[config.mk]
export PLATFORM = sky130hd
export DESIGN_NAME = rpit_top
export DESIGN_NICKNAME = d
export VERILOG_FILES = /design/src/rpit_edge_sync.v /design/src/rpit_prescaler.v /design/src/rpit_top.v
export VERILOG_INCLUDE_DIRS = /design/src /design/src/pkg
export SDC_FILE = /design/constraint.sdc
export NUM_CORES = 1
export LEC_CHECK = 0
export ABC_AREA = 1
export BUFFER_PORTS_ARGS = -buffer_cell sky130_fd_sc_hd__buf_2
export CORE_AREA = 2 2 94 96
export CTS_CLUSTER_DIAMETER = 80
export DETAILED_ROUTE_END_ITERATION = 10
export DIE_AREA = 0 0 96 98
export PLACE_DENSITY = 0.64
export SKIP_LAST_GASP = 1
export SYNTH_ARGS = -nofsm -noshare
export SYNTH_HDL_FRONTEND = slang
export SYNTH_SLANG_ARGS = --single-unit
[constraint.sdc]
create_clock -name pclk -period 1.85 [get_ports pclk]
set_input_delay 0.2775 -clock pclk [delete_from_list [all_inputs] [get_ports pclk]]
set_output_delay 0.2775 -clock pclk [all_outputs]
set_load 0.01 [all_outputs]
[src/pkg/rpit_defs.vh]
// Register indices, field positions, reset values and timing counts of the periodic timer
`ifndef RPIT_DEFS_VH
`define RPIT_DEFS_VH

// Register indices; the byte address on the bus is four times the index
`define RPIT_IDX_CMP_LO 6'h0a
`define RPIT_IDX_CMP_HI 6'h0b
`define RPIT_IDX_CTRL 6'h10
`define RPIT_IDX_SYNC_STATUS 6'h11
`define RPIT_IDX_IRQ_CONTROL 6'h12
`define RPIT_IDX_IRQ_FLAGS 6'h13
`define RPIT_IDX_DBG_CONTROL 6'h15

// Timer control fields
`define RPIT_CTRL_ON_BIT 0
`define RPIT_CTRL_PERIOD_LSB 3
`define RPIT_CTRL_PERIOD_MSB 6
`define RPIT_CTRL_WMASK 8'h79

// Status, flag, enable and debug fields
`define RPIT_SYNC_PENDING_BIT 0
`define RPIT_IRQ_BIT 0
`define RPIT_DBG_RUN_BIT 0

// Reset values
`define RPIT_CTRL_RESET 8'h00
`define RPIT_STATUS_RESET 8'h00
`define RPIT_CMP_RESET 16'h0000
`define RPIT_CMP_BYTE_RESET 8'h00
`define RPIT_IRQ_CONTROL_RESET 1'b0

// Period codes
`define RPIT_PERIOD_OFF 4'h0
`define RPIT_PERIOD_MAX 4'he

// Timing
`define RPIT_PRESCALE_WIDTH 15
`define RPIT_RTC_SYNC_STAGES 2

`endif

[src/rpit_edge_sync.v]
// Two-flop synchroniser for the slow RTC clock with rising-edge detection
`timescale 1ns/10ps
module rpit_edge_sync
(
    input wire pclk,      // System clock
    input wire presetn,   // Asynchronous reset, active low
    input wire async_in,  // Level from outside the pclk domain
    output wire rise      // One-cycle pulse per rising edge of async_in
);

reg meta_ff;
reg sync_ff;
reg last_ff;

////////////////////////////////////////////////////////////////////////////////
// The first stage feeds only the second; the edge is taken after it
always @(posedge pclk or negedge presetn)
begin
    if (!presetn)
    begin
        meta_ff <= 1'b0;
        sync_ff <= 1'b0;
        last_ff <= 1'b0;
    end
    else
    begin
        meta_ff <= async_in;
        sync_ff <= meta_ff;
        last_ff <= sync_ff;
    end
end

assign rise = sync_ff & ~last_ff;

endmodule

[src/rpit_prescaler.v]
// Free-running prescaler counting RTC clock cycles while the timer runs
`timescale 1ns/10ps
module rpit_prescaler
#(
    parameter WIDTH = 15  // Counter width, covers the longest interval
)
(
    input wire pclk,               // System clock
    input wire presetn,            // Asynchronous reset, active low
    input wire clear,              // Synchronous clear, wins over tick
    input wire tick,               // One RTC cycle has elapsed
    output wire [WIDTH-1:0] count  // Current count
);

reg [WIDTH-1:0] count_ff;
reg [WIDTH-1:0] nxt_count;

////////////////////////////////////////////////////////////////////////////////
always @*
begin
    nxt_count = count_ff;
    if (clear)
        nxt_count = {WIDTH{1'b0}};
    else if (tick)
        nxt_count = count_ff + {{(WIDTH-1){1'b0}}, 1'b1};
end

always @(posedge pclk or negedge presetn)
begin
    if (!presetn)
        count_ff <= {WIDTH{1'b0}};
    else
        count_ff <= nxt_count;
end

assign count = count_ff;

endmodule

[src/rpit_top.v]
// Periodic interrupt timer with compare value, reached over APB
//
// Overview of operation
// RQ1: Compare high byte bits 15:8, RW, resets zero
// RQ2: Compare low byte bits 7:0, separately accessible
// RQ3: Period field bits 6:3 selects interval
// RQ4: Code 0 off, 1..E give 4..32768, F reserved
// RQ5: Control bit 0 enables the periodic timer
// RQ6: Status bit 0 high while control syncs
// RQ7: Control and status reset 0x00; status read-only
// RQ8: Flag set per interrupt, cleared writing one
// RQ9: Enable bit gates flag onto interrupt request
// RQ10: Software waits for sync idle before rewriting
//
// Register map, byte address four times the index:
// 0x0a compare low byte, 0x0b compare high byte
// 0x10 timer control: bit 0 on, bits 6:3 period
// 0x11 sync status: bit 0 control pending, read-only
// 0x12 interrupt enable, 0x13 interrupt flag (write one clears)
// 0x15 debug control: bit 0 keeps counting under a halt
// Unmapped or misaligned accesses answer with pslverr
`timescale 1ns/10ps
`include "rpit_defs.vh"
module rpit_top
#(
    parameter ADDR_WIDTH = 8,                  // APB byte address width
    parameter PRESCALE_WIDTH = `RPIT_PRESCALE_WIDTH  // Interval counter width
)
(
    input wire pclk,                    // System clock, 20 MHz
    input wire presetn,                 // Asynchronous reset, active low
    input wire psel,                    // APB select
    input wire penable,                 // APB access phase
    input wire pwrite,                  // APB direction, high for write
    input wire [ADDR_WIDTH-1:0] paddr,  // APB byte address
    input wire [31:0] pwdata,           // APB write data
    output wire [31:0] prdata,          // APB read data
    output wire pready,                 // APB ready
    output wire pslverr,                // APB error on unmapped address
    input wire rtc_clk,                 // Slow RTC clock from the oscillator
    input wire debug_halt,              // CPU halted by the debugger, pclk domain
    output wire [15:0] compare_value,   // Compare value for the counter
    output wire irq                     // Interrupt request, level
);

////////////////////////////////////////////////////////////////////////////////
// Declarations

reg [7:0] cmp_lo_ff;
reg [7:0] cmp_hi_ff;
reg [7:0] ctrl_ff;
reg [7:0] rtc_ctrl_ff;
reg control_sync_pending_ff;
reg periodic_irq_flag_ff;
reg periodic_irq_enable_ff;
reg dbg_run_ff;
reg [31:0] prdata_ff;
reg pslverr_ff;
reg [31:0] nxt_prdata;
reg nxt_pslverr;
reg nxt_flag;
reg nxt_pending;

wire [5:0] reg_idx;
wire setup_phase;
wire access_phase;
wire wr_en;
wire addr_hit;
wire rtc_rise;
wire [PRESCALE_WIDTH-1:0] pre_count;
wire [3:0] live_period;
wire live_on;
wire halted;
wire run_tick;
wire pre_clear;
wire fire;
wire ctrl_wr;
wire flag_clr;

////////////////////////////////////////////////////////////////////////////////
// Functions

// True when the index names a register of this block
function is_mapped;
    input [5:0] idx;
    begin
        case (idx)
            `RPIT_IDX_CMP_LO,
            `RPIT_IDX_CMP_HI,
            `RPIT_IDX_CTRL,
            `RPIT_IDX_SYNC_STATUS,
            `RPIT_IDX_IRQ_CONTROL,
            `RPIT_IDX_IRQ_FLAGS,
            `RPIT_IDX_DBG_CONTROL:
                is_mapped = 1'b1;
            default:
                is_mapped = 1'b0;
        endcase
    end
endfunction

// Interval end: code k counts 2^(k+1) RTC cycles, so the low k+1 bits are all ones
function interval_done;
    input [3:0] code;
    input [PRESCALE_WIDTH-1:0] cnt;
    reg [PRESCALE_WIDTH-1:0] mask;
    begin
        mask = {PRESCALE_WIDTH{1'b0}};
        interval_done = 1'b0;
        if (code != `RPIT_PERIOD_OFF && code <= `RPIT_PERIOD_MAX) // RQ4
        begin
            mask = ~({PRESCALE_WIDTH{1'b1}} << (code + 4'h1));
            interval_done = ((cnt & mask) == mask);
        end
    end
endfunction

// True for a completing write to the given register index
function reg_write;
    input en;
    input [5:0] idx;
    input [5:0] target;
    begin
        reg_write = en && (idx == target);
    end
endfunction

////////////////////////////////////////////////////////////////////////////////
// APB decode; zero wait states, every access completes in its access phase

// Byte lanes are unused: each register takes the low byte of one aligned word
assign reg_idx = paddr[7:2];
assign setup_phase = psel & ~penable;
assign access_phase = psel & penable;
assign addr_hit = is_mapped(reg_idx) && (paddr[1:0] == 2'b00);
assign wr_en = access_phase & pwrite & addr_hit;
assign pready = 1'b1;
assign pslverr = pslverr_ff & access_phase;
assign prdata = prdata_ff;

// Read data is captured in the setup phase so it stands registered in the access phase
always @*
begin
    nxt_prdata = prdata_ff;
    nxt_pslverr = pslverr_ff;
    if (setup_phase)
    begin
        nxt_pslverr = ~addr_hit;
        nxt_prdata = 32'h0000_0000;
        if (!pwrite && addr_hit)
        begin
            case (reg_idx)
                `RPIT_IDX_CMP_LO: nxt_prdata[7:0] = cmp_lo_ff; // RQ2
                `RPIT_IDX_CMP_HI: nxt_prdata[7:0] = cmp_hi_ff; // RQ1
                `RPIT_IDX_CTRL: nxt_prdata[7:0] = ctrl_ff;
                `RPIT_IDX_SYNC_STATUS:
                    nxt_prdata[`RPIT_SYNC_PENDING_BIT] = control_sync_pending_ff; // RQ6
                `RPIT_IDX_IRQ_CONTROL:
                    nxt_prdata[`RPIT_IRQ_BIT] = periodic_irq_enable_ff;
                `RPIT_IDX_IRQ_FLAGS:
                    nxt_prdata[`RPIT_IRQ_BIT] = periodic_irq_flag_ff;
                `RPIT_IDX_DBG_CONTROL:
                    nxt_prdata[`RPIT_DBG_RUN_BIT] = dbg_run_ff;
                default: nxt_prdata = 32'h0000_0000;
            endcase
        end
    end
end

always @(posedge pclk or negedge presetn)
begin
    if (!presetn)
    begin
        prdata_ff <= 32'h0000_0000;
        pslverr_ff <= 1'b0;
    end
    else
    begin
        prdata_ff <= nxt_prdata;
        pslverr_ff <= nxt_pslverr;
    end
end

////////////////////////////////////////////////////////////////////////////////
// Write strobes

// Both strobes meet hardware events in the same cycle, so they are named once here
assign ctrl_wr = reg_write(wr_en, reg_idx, `RPIT_IDX_CTRL);
assign flag_clr = reg_write(wr_en, reg_idx, `RPIT_IDX_IRQ_FLAGS) & pwdata[`RPIT_IRQ_BIT];

////////////////////////////////////////////////////////////////////////////////
// Software registers

always @(posedge pclk or negedge presetn)
begin
    if (!presetn)
    begin
        cmp_lo_ff <= `RPIT_CMP_BYTE_RESET; // RQ2
        cmp_hi_ff <= `RPIT_CMP_BYTE_RESET; // RQ1
        ctrl_ff <= `RPIT_CTRL_RESET; // RQ7
        periodic_irq_enable_ff <= `RPIT_IRQ_CONTROL_RESET; // RQ9
        dbg_run_ff <= 1'b0;
    end
    else if (wr_en)
    begin
        case (reg_idx)
            `RPIT_IDX_CMP_LO: cmp_lo_ff <= pwdata[7:0]; // RQ2
            `RPIT_IDX_CMP_HI: cmp_hi_ff <= pwdata[7:0]; // RQ1
            // Reserved bits 7, 2 and 1 stay zero
            `RPIT_IDX_CTRL: ctrl_ff <= pwdata[7:0] & `RPIT_CTRL_WMASK; // RQ3 RQ5
            `RPIT_IDX_IRQ_CONTROL:
                periodic_irq_enable_ff <= pwdata[`RPIT_IRQ_BIT]; // RQ9
            `RPIT_IDX_DBG_CONTROL: dbg_run_ff <= pwdata[`RPIT_DBG_RUN_BIT];
            default: dbg_run_ff <= dbg_run_ff;
        endcase
    end
end

assign compare_value = {cmp_hi_ff, cmp_lo_ff}; // RQ1 RQ2

////////////////////////////////////////////////////////////////////////////////
// Control transfer into the RTC cycle domain

rpit_edge_sync u_rtc_sync
(
    .pclk(pclk),
    .presetn(presetn),
    .async_in(rtc_clk),
    .rise(rtc_rise)
);

// A write marks the control value pending; the next RTC edge adopts it.
// A second write while pending simply replaces the value not yet adopted.
always @*
begin
    nxt_pending = control_sync_pending_ff;
    if (rtc_rise)
        nxt_pending = 1'b0;
    if (ctrl_wr)
        nxt_pending = 1'b1; // RQ6
end

always @(posedge pclk or negedge presetn)
begin
    if (!presetn)
    begin
        control_sync_pending_ff <= 1'b0; // RQ7
        rtc_ctrl_ff <= `RPIT_CTRL_RESET;
    end
    else
    begin
        control_sync_pending_ff <= nxt_pending; // RQ6
        // The adopting tick is still ruled by the old setting, so it is not counted when the timer was off before
        if (rtc_rise && control_sync_pending_ff)
            rtc_ctrl_ff <= ctrl_ff;
    end
end

assign live_on = rtc_ctrl_ff[`RPIT_CTRL_ON_BIT]; // RQ5
assign live_period = rtc_ctrl_ff[`RPIT_CTRL_PERIOD_MSB:`RPIT_CTRL_PERIOD_LSB]; // RQ3

////////////////////////////////////////////////////////////////////////////////
// Interval counting

// Under a debug halt the timer freezes unless debug run is set
assign halted = debug_halt & ~dbg_run_ff;
assign run_tick = rtc_rise & live_on & ~halted;
// Disabling clears the count, so re-enabling starts a whole interval
assign pre_clear = ~live_on; // RQ5

rpit_prescaler #(.WIDTH(PRESCALE_WIDTH)) u_prescaler
(
    .pclk(pclk),
    .presetn(presetn),
    .clear(pre_clear),
    .tick(run_tick),
    .count(pre_count)
);

assign fire = run_tick & interval_done(live_period, pre_count); // RQ3 RQ4

////////////////////////////////////////////////////////////////////////////////
// Interrupt flag and request

// A new interrupt in the cycle of a write-one clear keeps the flag set
always @*
begin
    nxt_flag = periodic_irq_flag_ff;
    if (flag_clr)
        nxt_flag = 1'b0; // RQ8
    if (fire)
        nxt_flag = 1'b1; // RQ8
end

always @(posedge pclk or negedge presetn)
begin
    if (!presetn)
        periodic_irq_flag_ff <= 1'b0;
    else
        periodic_irq_flag_ff <= nxt_flag;
end

assign irq = periodic_irq_flag_ff & periodic_irq_enable_ff; // RQ9

endmodule

==> results of run 1 <==
[cells in the final DEF, fill, tap and decap left out, types with 11 or more instances in the layout]
cell type / instances
a21oi_1: 11
buf_2: 48
conb_1: 25
dfrtp_1: 56
inv_1: 44
nand2_1: 173
nand3_1: 17
nand4_1: 11
nor2_1: 50
o21ai_0: 16
[power by group]
| part | total, mW | switching, mW | internal, mW |
|---|---|---|---|
| Clock | 1.48 | 0.569 | 0.910 |
| Sequential | 1.29 | 0.0183 | 1.27 |
| Combinational | 0.297 | 0.204 | 0.0926 |
| Total | 3.06 | 0.791 | 2.27 |
[synth_stat cells, drive strengths merged, types with 5 or more instances]
cell / instances / area, um2
dfrtp: 57 / 1430
a21oi: 11 / 55.1
inv: 46 / 173
ha: 6 / 75.1
nand3: 21 / 140
nand4: 13 / 103
nor3: 5 / 25.0
o21ai: 16 / 80.1
nand2: 173 / 649
buf: 25 / 188
nor2: 61 / 267
[cell type report]
type / instances / area, um2
Sequential cell: 57 / 1430
Timing Repair Buffer: 55 / 308
Inverter: 48 / 180
Multi-Input combinational cell: 342 / 1580
Tap cell: 108 / 135
Clock buffer: 9 / 124
Fill cell: 879 / 4590
Clock inverter: 7 / 125
[per-stage QoR]
stage               power [mW]  hold slack [ns]  cell area, um2  setup WS (ns)  util (%)
detailed placement        1.61            0.301            3610          0.150      42.7
global placement          1.60            0.304            3610          0.209      42.7
finish                    3.06           0.0310            3880          0.166      45.8
CTS                       3.10          0.00947            3870          0.139      45.7
global route              3.21           0.0122            3880         0.0142      45.8
floorplan                 1.52          -0.0181            3370          0.321         -
[worst reg2reg max path, cell delays in order (launching register included)]
cell and delay [ns]:
dfrtp_1 0.41, ha_1 0.21, inv_1 0.06, ha_1 0.21
inv_1 0.15, nand2_1 0.09, o21ai_0 0.15, nor2_1 0.07
nand2_1 0.06, nand2_1 0.04, nand2_1 0.07, nand2_1 0.05
[layer usage]
metal  GRT usage [%]  share of wire (%)  vias up
met5               0                  0        -
met4            7.14                1.4        0
met3            4.71                5.2        8
met2            26.5                 47       81
met1            22.5                 46     1313
li1                -                  -     1488
[cells by family after synthesis]
| logic type | count (synthesis) | share of synthesized area, % |
|---|---|---|
| buffers and inverters | 74 | 11.3 |
| adders and majority gates | 6 | 2.29 |
| muxes | 2 | 0.686 |
| DFF | 57 | 43.4 |
| AOI/OAI and AO/OA | 32 | 5.14 |
| other | 2 | 0.229 |
| xor gates and xnor gates | 1 | 0.267 |
| and+or+nand+nor | 276 | 36.6 |
[sequential cells by signal, summed over array words and instances (netlist names)]
name / flops
ctrl_ff: 5
u_rtc_sync.last_ff: 1
control_sync_pending_ff: 1
dbg_run_ff: 1
periodic_irq_enable_ff: 1
u_rtc_sync.meta_ff: 1
u_prescaler.count: 15
cmp_lo_ff: 8
cmp_hi_ff: 8
u_rtc_sync.sync_ff: 1
periodic_irq_flag_ff: 1
rtc_ctrl_ff: 5
prdata: 8
pslverr_ff: 1
[how the worst min path moves through the flow]
stage / endpoint / from / slack, ns / cells past startpoint
after CTS: u_rtc_sync.meta_ff / rtc_clk / 0.009 / 1
after global routing: u_rtc_sync.meta_ff / rtc_clk / 0.01 / 1
final: u_rtc_sync.meta_ff / rtc_clk / 0.03 / 1
after floorplan: cmp_hi_ff[0] / presetn / -0.02 / 0
after detailed placement: u_prescaler.count[7] / presetn / 0.30 / 2
after global placement: u_prescaler.count[7] / presetn / 0.30 / 2
[timing repair]
| action | in CTS | in global routing |
|---|---|---|
| hold endpoints to repair | 57 | 0 |
| gates resized for setup | 0 | 3 |
| setup buffers | 0 | 0 |
| endpoints found under the setup margin | 0 | 4 |
| hold buffers | 1 | 0 |
==> summary.md, run 1 <==
| Metric | Value |
|---|---|
| Ant. Diodes | 0 |
| Cell Area, Synth | 3280 um2 |
| Clock Latency Late Sink | 0.35 ns |
| Starting Density | 38.8% |
| Reg clk slew, reported paths | 0.07 ns |
| Unique masters post-synth | 30 |
| WL/cell | 11.6 um |
| R2r endpoint | periodic_irq_flag_ff |
| Max Fclk | 594 MHz |
| Starting DRT DRC Count | 106 |
| Vias per inst | 4.62 |
| Nets | 566 |
| Pleak | 2.11 nW |
| Final setup TNS | 0 ns |
| Placed Instances | 609 |
| Crit path capture | periodic_irq_flag_ff |
| Synth Instances | 450 |
| Post-DRT Antenna Nets | 0 |
| Die height | 98 um |
| Crit Path Max Fanout | 7 |
| EDFF count, synth | 0 |
| Synth Register Bits | 57 |
| IO Pins | 98 |
| Crit path largest cell delay | 0.41 ns |
| Number of global-route vias before repair | 2,773 |
| Routability cong. | 0.896 |
| Tmin final | 1.68 ns |
| Die ar. | 9410 um2 |
| Clock Tree Root | clkbuf_8 |
| Asr flop ratio synth | 100% |
| Fin. Hold Viols | 0 |
| Worst EP required | 2.09 ns |
| Layout Cells excl Fill | 626 |
| Core Footprint | 8470 um2 |
| Worst path depth | 11 |
| DRT Wirelength | 7270 um |
| Endpoint type of the worst setup path | register |
| Largest net degree at the start of global routing | 58 |
| GRT overflow | 0 |
| Number of CTS-inserted buffers | 9 |
| Worst reg2reg path depth | 11 |
| Crit Path Class | register to register |
| Max_cap viols | 0 |
| Final worst path period share | 91.0% |
| Port Buffers | 48 |
| CP most frequent cell | nand2_1 |
| Setup repair after global routing missed its margin | no |
| VDD IR max | 0.386 mV |
| Worst path cell trace | ha_1 > inv_1 > ha_1 > inv_1 > nand2_1 > o21ai_0 > nor2_1 > nand2_1 > nand2_1 > nand2_1 > nand2_1 |
| DR pass1 iterations | 5 |
| Maximum clock path buffer count | 2 |
| Die span in x | 96 um |
| DRC | 0 |
| First-pass GRT wire length | 12,700 um |
| All-Layer GR Usage | 17.2% |
| Antenna violations before repair | 0 |
| Bufs and invs on worst path | 2 |
| Seq/Total Area, Yosys | 43.4% |
| H-tree Lvls | 3 |
| Synth warnings | 0 |
| Power density over cell area | 790 nW/um2 |
| Startpoint class of the critical path | register |
| Via count | 2,890 |
| P&R area growth vs syn | 18.1% |
| Share of cells above drive strength 1 | 18.0% |
| Top FF cell, synth | dfrtp_1 |
| R2r setup slk | 0.17 ns |
| Clock Sinks | 57 |
| Critical Path AT | 1.93 ns |
| Worst Setup SP | rtc_ctrl_ff[4] |
| Syn_area_per_cell | 7.30 um2 |
| Clk_skew | 0.00891 ns |
| Endpoints failing setup | 0 |
| Status | complete, no violations |
| Reg2reg start | rtc_ctrl_ff[4] |
| Core Rows | 34 |
| Worst hold path type | primary input to register |
| Max-slew violations | 0 |
| Post-DP HPWL | 5550 um |
| CTS tree | built |
| Critical path's top delay family | adder cells |
| CP max stage cell | dfrtp_1 |
Note: power is estimated with default switching activity, not from simulation.
==> inputs of run 2 (changes only) <==
- BUFFER_PORTS_ARGS: -buffer_cell sky130_fd_sc_hd__buf_2 -> -buffer_cell sky130_fd_sc_hd__buf_4
==> run 2 against run 1 <==
Worst setup slack better by 0.045 ns. Register-to-register slack improved by 0.04 ns. Cell count rose by 0.32%. Fmax is 2.7% higher. Power decreased by 4.0%. Hold slack better by 0.013 ns. Sequential share of layout area fell by 0.92 points. Via count is 0.31% higher. Combinational power grew 6%. Utilization increased by 1.1 points. Routed wire length increased by 2.9%. Design area increased by 2.5%.
==> summary.md, run 2 (synthesis results as in run 1) <==
| Metric | Value |
|---|---|
| Status | complete, no violations (unchanged) |
| DRT Wirelength | 7490 um (was 7270 um) |
| DRC | 0 (unchanged) |
| Worst hold path type | primary input to register (unchanged) |
| Ant. Diodes | 0 (unchanged) |
| Maximum clock path buffer count | 2 (unchanged) |
| Die ar. | 9410 um2 (unchanged) |
| Nets | 568 (was 566) |
| Critical path's top delay family | adder cells (unchanged) |
| Core Footprint | 8470 um2 (unchanged) |
| Final setup TNS | 0 ns (unchanged) |
| Antenna violations before repair | 0 (unchanged) |
| R2r endpoint | periodic_irq_flag_ff (unchanged) |
| Max_cap viols | 0 (unchanged) |
| Reg2reg start | rtc_ctrl_ff[4] (unchanged) |
| GRT overflow | 0 (unchanged) |
| Critical Path AT | 1.87 ns (was 1.93 ns) |
| CTS tree | built (unchanged) |
| Share of cells above drive strength 1 | 18.1% (was 18.0%) |
| Startpoint class of the critical path | register (unchanged) |
| Worst Setup SP | rtc_ctrl_ff[4] (unchanged) |
| Setup repair after global routing missed its margin | no (unchanged) |
| DR pass1 iterations | 4 (was 5) |
| Via count | 2,899 (was 2,890) |
| Endpoints failing setup | 0 (unchanged) |
| Crit Path Max Fanout | 7 (unchanged) |
| Port Buffers | 48 (unchanged) |
| All-Layer GR Usage | 17.9% (was 17.2%) |
| Postcts setup bufs | 0 (unchanged) |
| Clock Tree Root | clkbuf_8 (unchanged) |
| Endpoint type of the worst setup path | register (unchanged) |
| Crit path largest cell delay | 0.41 ns (about the same) |
| Hold path start | rtc_clk (unchanged) |
| P&R area growth vs syn | 21.0% (was 18.1%) |
| Min-Delay Path Depth | 1 (unchanged) |
| Worst path cell trace | ha_1 > inv_1 > ha_1 > inv_2 > nand2_1 > o21ai_0 > nor2_1 > nand2_1 > nand2_1 > nand2_1 > nand2_1 (was ha_1 > inv_1 > ha_1 > inv_1 > nand2_1 > o21ai_0 > nor2_1 > nand2_1 > nand2_1 > nand2_1 > nand2_1) |
| Min Hold Slack | 0.0438 ns (was 0.0310 ns) |
| Pleak | 2.11 nW (about the same) |
| Max Fclk | 610 MHz (was 594 MHz) |
| Number of CTS-inserted buffers | 9 (unchanged) |
| Post-DRT Antenna Nets | 0 (unchanged) |
| Tmin final | 1.64 ns (was 1.68 ns) |
| Routability cong. | 0.921 (was 0.896) |
| Worst EP required | 2.08 ns (was 2.09 ns) |
| Clock Latency Late Sink | 0.34 ns (was 0.35 ns) |
| Starting Density | 38.8% (unchanged) |
| IO Pins | 98 (unchanged) |
| CP max stage cell | dfrtp_1 (unchanged) |
| Bufs and invs on worst path | 2 (unchanged) |
| Die height | 98 um (unchanged) |
| Fin. Hold Viols | 0 (unchanged) |
| Commonest non-fill, non-tap cell in the layout | nand2_1 (unchanged) |
| Number of global-route vias before repair | 2,916 (was 2,773) |
| Starting DRT DRC Count | 90 (was 106) |
| Clk_skew | 0.00997 ns (was 0.00891 ns) |
| Post-DP HPWL | 5780 um (was 5550 um) |
| Max-slew violations | 0 (unchanged) |
| Clock Sinks | 57 (unchanged) |
| First-pass GRT wire length | 13,300 um (was 12,700 um) |
| WL/cell | 11.9 um (was 11.6 um) |
| Reg clk slew, reported paths | 0.07 ns (about the same) |
| Final worst path period share | 88.6% (was 91.0%) |
| Overall power | 2.94 mW (was 3.06 mW) |
| Core Rows | 34 (unchanged) |
| Largest register FFs | 15 (unchanged) |
| Power density over cell area | 740 nW/um2 (was 790 nW/um2) |
| VDD IR max | 0.416 mV (was 0.386 mV) |
| H-tree Lvls | 3 (unchanged) |
| R2r setup slk | 0.21 ns (was 0.17 ns) |
| Fill count | 878 (was 879) |
| Worst Hold End | u_rtc_sync.meta_ff (unchanged) |
| CP most frequent cell | nand2_1 (unchanged) |
| Die span in x | 96 um (unchanged) |
| Worst reg2reg path depth | 11 (unchanged) |
| Largest net degree at the start of global routing | 28 (was 58) |
| Crit Path Class | register to register (unchanged) |
| Commonest cells after routing, fill and taps aside | nand2_1, dfrtp_1, buf_4 (was nand2_1, dfrtp_1, nor2_1) |
| Vias per inst | 4.62 (about the same) |
==> run 2: per-stage QoR <==
stage                     utilization [%]  instances  cell area (um2)  worst slack (ns)
after floorplan                         -        473             3370             0.321
after global placement               44.1        611             3730             0.192
after detailed placement             44.1        611             3730             0.133
after CTS                            46.9        628             3970             0.127
after global routing                 46.9        628             3970            0.0139
final                                46.9        628             3970             0.211
==> run 2: how the worst max path moves through the flow <==
stage	end	slack, ns	cells past startpoint
finish	periodic_irq_flag_ff	0.21	11
floorplan	periodic_irq_flag_ff	0.32	11
detailed placement	periodic_irq_flag_ff	0.13	11
CTS	periodic_irq_flag_ff	0.13	11
global placement	periodic_irq_flag_ff	0.19	11
global route	periodic_irq_flag_ff	0.01	11
==> run 2: layer usage <==
layer  up-vias  share of wire [%]  track usage (%)
met4         0                1.1             6.48
met5         -                  0                0
li1       1495                  -                -
met3         6                5.3             4.09
met1      1316                 47             23.4
met2        82                 47             28.7
==> run 2: worst register-to-register path: cells and delay by family, from the launching register on <==
family,cells,cell delay [ns]
and+or+nand+nor,6,0.38
buffers and inverters,2,0.17
adders and majority gates,2,0.43
DFF,1,0.41
AOI/OAI and AO/OA,1,0.15
==> run 2: cell type report <==
cell class	instances	area, um2	area share (%)
multi-input combinational	342	1580	39.6
tap	108	135	3.40
clock buffer	9	124	3.12
sequential	57	1430	35.9
inverter	48	180	4.53
clock inverter	7	103	2.58
timing repair buffer	57	430	10.8
==> run 2: power breakdown <==
part / total (mW) / internal [mW] / switching (mW)
Clock: 1.34 / 0.772 / 0.569
Combinational: 0.315 / 0.107 / 0.208
Sequential: 1.28 / 1.27 / 0.0174
==> run 2: repair_timing <==
item / CTS / global route
gates resized for setup: 0 / 2
hold buffers: 1 / 0
endpoints found under the setup margin: 0 / 2
endpoints found under the hold margin: 24 / 0
==> inputs of run 3 (changes only) <==
- CAP_MARGIN: not set -> 5
- CORE_AREA: 2 2 94 96 -> 2 2 97 99
- DIE_AREA: 0 0 96 98 -> 0 0 99 101
- SYNTH_HIERARCHICAL: not set -> 1
==> run 3 against run 2 <==
Clock skew hardly changed. Highest routed layer unchanged. Die area is 6.3% higher. Routed wire length is 9.5% higher. Critical endpoint unchanged. Largest power group unchanged.
==> summary.md, run 3 <==
| Metric | Value |
|---|---|
| CP max stage cell | dfrtp_2 (was dfrtp_1) |
| Antenna violations before repair | 0 (unchanged) |
| Post-DP HPWL | 6100 um (was 5780 um) |
| DRT Wirelength | 8200 um (was 7490 um) |
| Die span in x | 99 um (was 96 um) |
| Critical Path AT | 1.95 ns (was 1.87 ns) |
| Worst path depth | 11 (unchanged) |
| Critical path's top delay family | simple AND/OR/NAND/NOR gates (was adder cells) |
| Crit Path Class | register to register (unchanged) |
| Share of cells above drive strength 1 | 19.3% (was 18.1%) |
| Pleak | 2.22 nW (was 2.11 nW) |
| Post-DRT Antenna Nets | 0 (unchanged) |
| Synth warnings | 6 (was 0) |
| Max Fclk | 600 MHz (was 610 MHz) |
| Routability cong. | 0.860 (was 0.921) |
| Clock Tree Root | clkbuf_8 (unchanged) |
| Seq/Total Area, Yosys | 40.6% (was 43.4%) |
| Most frequent cell after synthesis | nand2_1 (unchanged) |
| Fill count | 873 (was 878) |
| P&R area growth vs syn | 20.8% (was 21.0%) |
| VDD IR max | 0.373 mV (was 0.416 mV) |
| Reg clk slew, reported paths | 0.07 ns (about the same) |
| First-pass GRT wire length | 13,900 um (was 13,300 um) |
| Syn_area_per_cell | 7.29 um2 (was 7.30 um2) |
| Unique masters post-synth | 31 (was 30) |
| Clk_skew | 0.0103 ns (was 0.00997 ns) |
| Endpoint type of the worst setup path | register (unchanged) |
| Synth top area share | 40.6% (was 43.4%) |
| Nets | 601 (was 568) |
| Port Buffers | 48 (unchanged) |
| Worst hold path type | primary input to register (unchanged) |
| All-Layer GR Usage | 17.3% (was 17.9%) |
| Ant. Diodes | 0 (unchanged) |
| Largest register FFs | 15 (unchanged) |
| Cell accounting for the most synthesized area | dfrtp_1 (unchanged) |
| Tmin final | 1.67 ns (was 1.64 ns) |
| Worst reg2reg path depth | 11 (unchanged) |
| Commonest cells after routing, fill and taps aside | nand2_1, buf_4, inv_1 (was nand2_1, dfrtp_1, buf_4) |
| Synth Instances | 482 (was 450) |
| DR pass1 iterations | 5 (was 4) |
| Starting Density | 39.1% (was 38.8%) |
| Number of CTS-inserted buffers | 9 (unchanged) |
| Number of global-route vias before repair | 3,028 (was 2,916) |
| Bufs and invs on worst path | 2 (unchanged) |
| EDFF count, synth | 0 (unchanged) |
| CTS tree | built (unchanged) |
| Overall power | 2.86 mW (was 2.94 mW) |
| H-tree Lvls | 3 (unchanged) |
| GRT overflow | 0 (unchanged) |
| WL/cell | 12.3 um (was 11.9 um) |
| Synth area leaders | dfrtp_1, nand2_1, inv_1 (was dfrtp_1, nand2_1, nor2_1) |
| Worst EP required | 2.13 ns (was 2.08 ns) |
| Core Rows | 35 (was 34) |
| Via count | 3,209 (was 2,899) |
| Min-Delay Path Depth | 1 (unchanged) |
| Top FF cell, synth | dfrtp_1 (unchanged) |
| Max_cap viols | 0 (unchanged) |
| IO Pins | 98 (unchanged) |
| Clock Sinks | 57 (unchanged) |
| Max-slew violations | 0 (unchanged) |
| Final setup TNS | 0 ns (unchanged) |
| Top cells by count, synth | nand2_1, inv_1, dfrtp_1, nor2_1, nand3_1 (was nand2_1, dfrtp_1, nor2_1, inv_1, buf_4) |
| Crit Path Max Fanout | 5 (was 7) |
| Synth Register Bits | 57 (unchanged) |
| Vias per inst | 4.83 (was 4.62) |
| Status | complete, no violations (unchanged) |
| Crit path largest cell delay | 0.39 ns (was 0.41 ns) |
| Power density over cell area | 674 nW/um2 (was 740 nW/um2) |
| Core Footprint | 8980 um2 (was 8470 um2) |
| Asr flop ratio synth | 100% (unchanged) |
| Die ar. | 10000 um2 (was 9410 um2) |
| Cell Area, Synth | 3510 um2 (was 3280 um2) |
| Endpoints failing setup | 0 (unchanged) |
| DRC | 0 (unchanged) |
| Final core utilization | 47.2% (was 46.9%) |
| Starting DRT DRC Count | 112 (was 90) |
| Setup repair after global routing missed its margin | no (unchanged) |
| Die height | 101 um (was 98 um) |
| Maximum clock path buffer count | 2 (unchanged) |
| Fin. Hold Viols | 0 (unchanged) |
| Largest net degree at the start of global routing | 58 (was 28) |
| CP most frequent cell | nand2_1 (unchanged) |
| Final worst path period share | 90.0% (was 88.6%) |
| Commonest non-fill, non-tap cell in the layout | nand2_1 (unchanged) |
| Clock Latency Late Sink | 0.34 ns (about the same) |
| Startpoint class of the critical path | register (unchanged) |
| Worst path cell trace | ha_1 > inv_1 > ha_4 > inv_1 > nand3b_1 > nand2_1 > nor2_1 > nand2_1 > a21oi_1 > nand3_1 > nand2_1 (was ha_1 > inv_1 > ha_1 > inv_2 > nand2_1 > o21ai_0 > nor2_1 > nand2_1 > nand2_1 > nand2_1 > nand2_1) |
-- run 3: cell count changes in the layout (fill, tap and decap cells not counted), moves of 7 or more --
cell,previous run,this run
buf_4,56,65
inv_1,43,62
nand2_1,173,145
nand3_1,17,38
nand4_1,11,27
nor2_1,51,43
o21ai_1,0,7
-- run 3: cell families (layout without fill, tap and decap cells) --
kind of cell	count (synthesis)	count (layout)	synth area share [%]
buf+inv	98	146	14.0
xor+xnor	1	1	0.249
fa+ha+maj	6	6	2.14
other cells	2	25	0.214
compound gates	36	36	5.56
simple gates	282	282	37.2
flops	57	57	40.6
-- run 3: routing by layer --
metal | up-vias | wire [um] | global-route usage (%)
li1 | 1626 | - | -
met1 | 1491 | 3730 | 22.3
met2 | 87 | 4030 | 29.1
met3 | 5 | 381 | 4.65
met4 | 0 | 61 | 3.90
met5 | - | 0 | 0
-- run 3: metrics by stage --
step | area, um2 | setup slack (ns) | std cells | hold slack [ns]
finish | 4240 | 0.184 | 664 | 0.0432
global route | 4240 | 0.00872 | 664 | 0.0274
CTS | 4220 | 0.0486 | 663 | 0.0374
detailed placement | 3980 | 0.0445 | 646 | 0.288
global placement | 3980 | 0.0693 | 646 | 0.289
floorplan | 3600 | 0.280 | 505 | -0.0181
-- run 3: worst paths after layout --
kind	startpoint	endpoint	slack, ns
max in group asynchronous	presetn	rtc_ctrl_ff[3]	1.10
worst max register to register	rtc_ctrl_ff[3]	periodic_irq_flag_ff	0.18
worst min register to register	u_rtc_sync/meta_ff	u_rtc_sync/sync_ff	0.35
min in group asynchronous	presetn	u_prescaler/count[10]	0.45
worst min-delay path	rtc_clk	u_rtc_sync/meta_ff	0.04
worst max-delay path	rtc_ctrl_ff[3]	periodic_irq_flag_ff	0.18
-- run 3: final cells by class --
| type | count | area, um2 | area share, % |
|---|---|---|---|
| repair buffers | 67 | 518 | 12.2 |
| well taps | 111 | 139 | 3.27 |
| multi-input cells | 350 | 1690 | 39.9 |
| clock buffers | 9 | 124 | 2.92 |
| flip-flops and latches | 57 | 1430 | 33.7 |
| clock inverters | 7 | 103 | 2.42 |
| inverters | 63 | 236 | 5.58 |
-- run 3: repair_timing --
action / 4_1_cts / 5_1_grt
setup buffers: 0 / 1
hold buffers: 1 / 0
hold endpoints to repair: 57 / 0
setup endpoints to repair: 0 / 1
resized for setup: 0 / 2
-- run 3: power breakdown --
group / internal (mW) / total, mW / leakage, nW / switching [mW]
logic: 0.0788 / 0.258 / 1.33 / 0.180
registers: 1.26 / 1.27 / 0.783 / 0.00878
clock network: 0.769 / 1.34 / 0.110 / 0.567
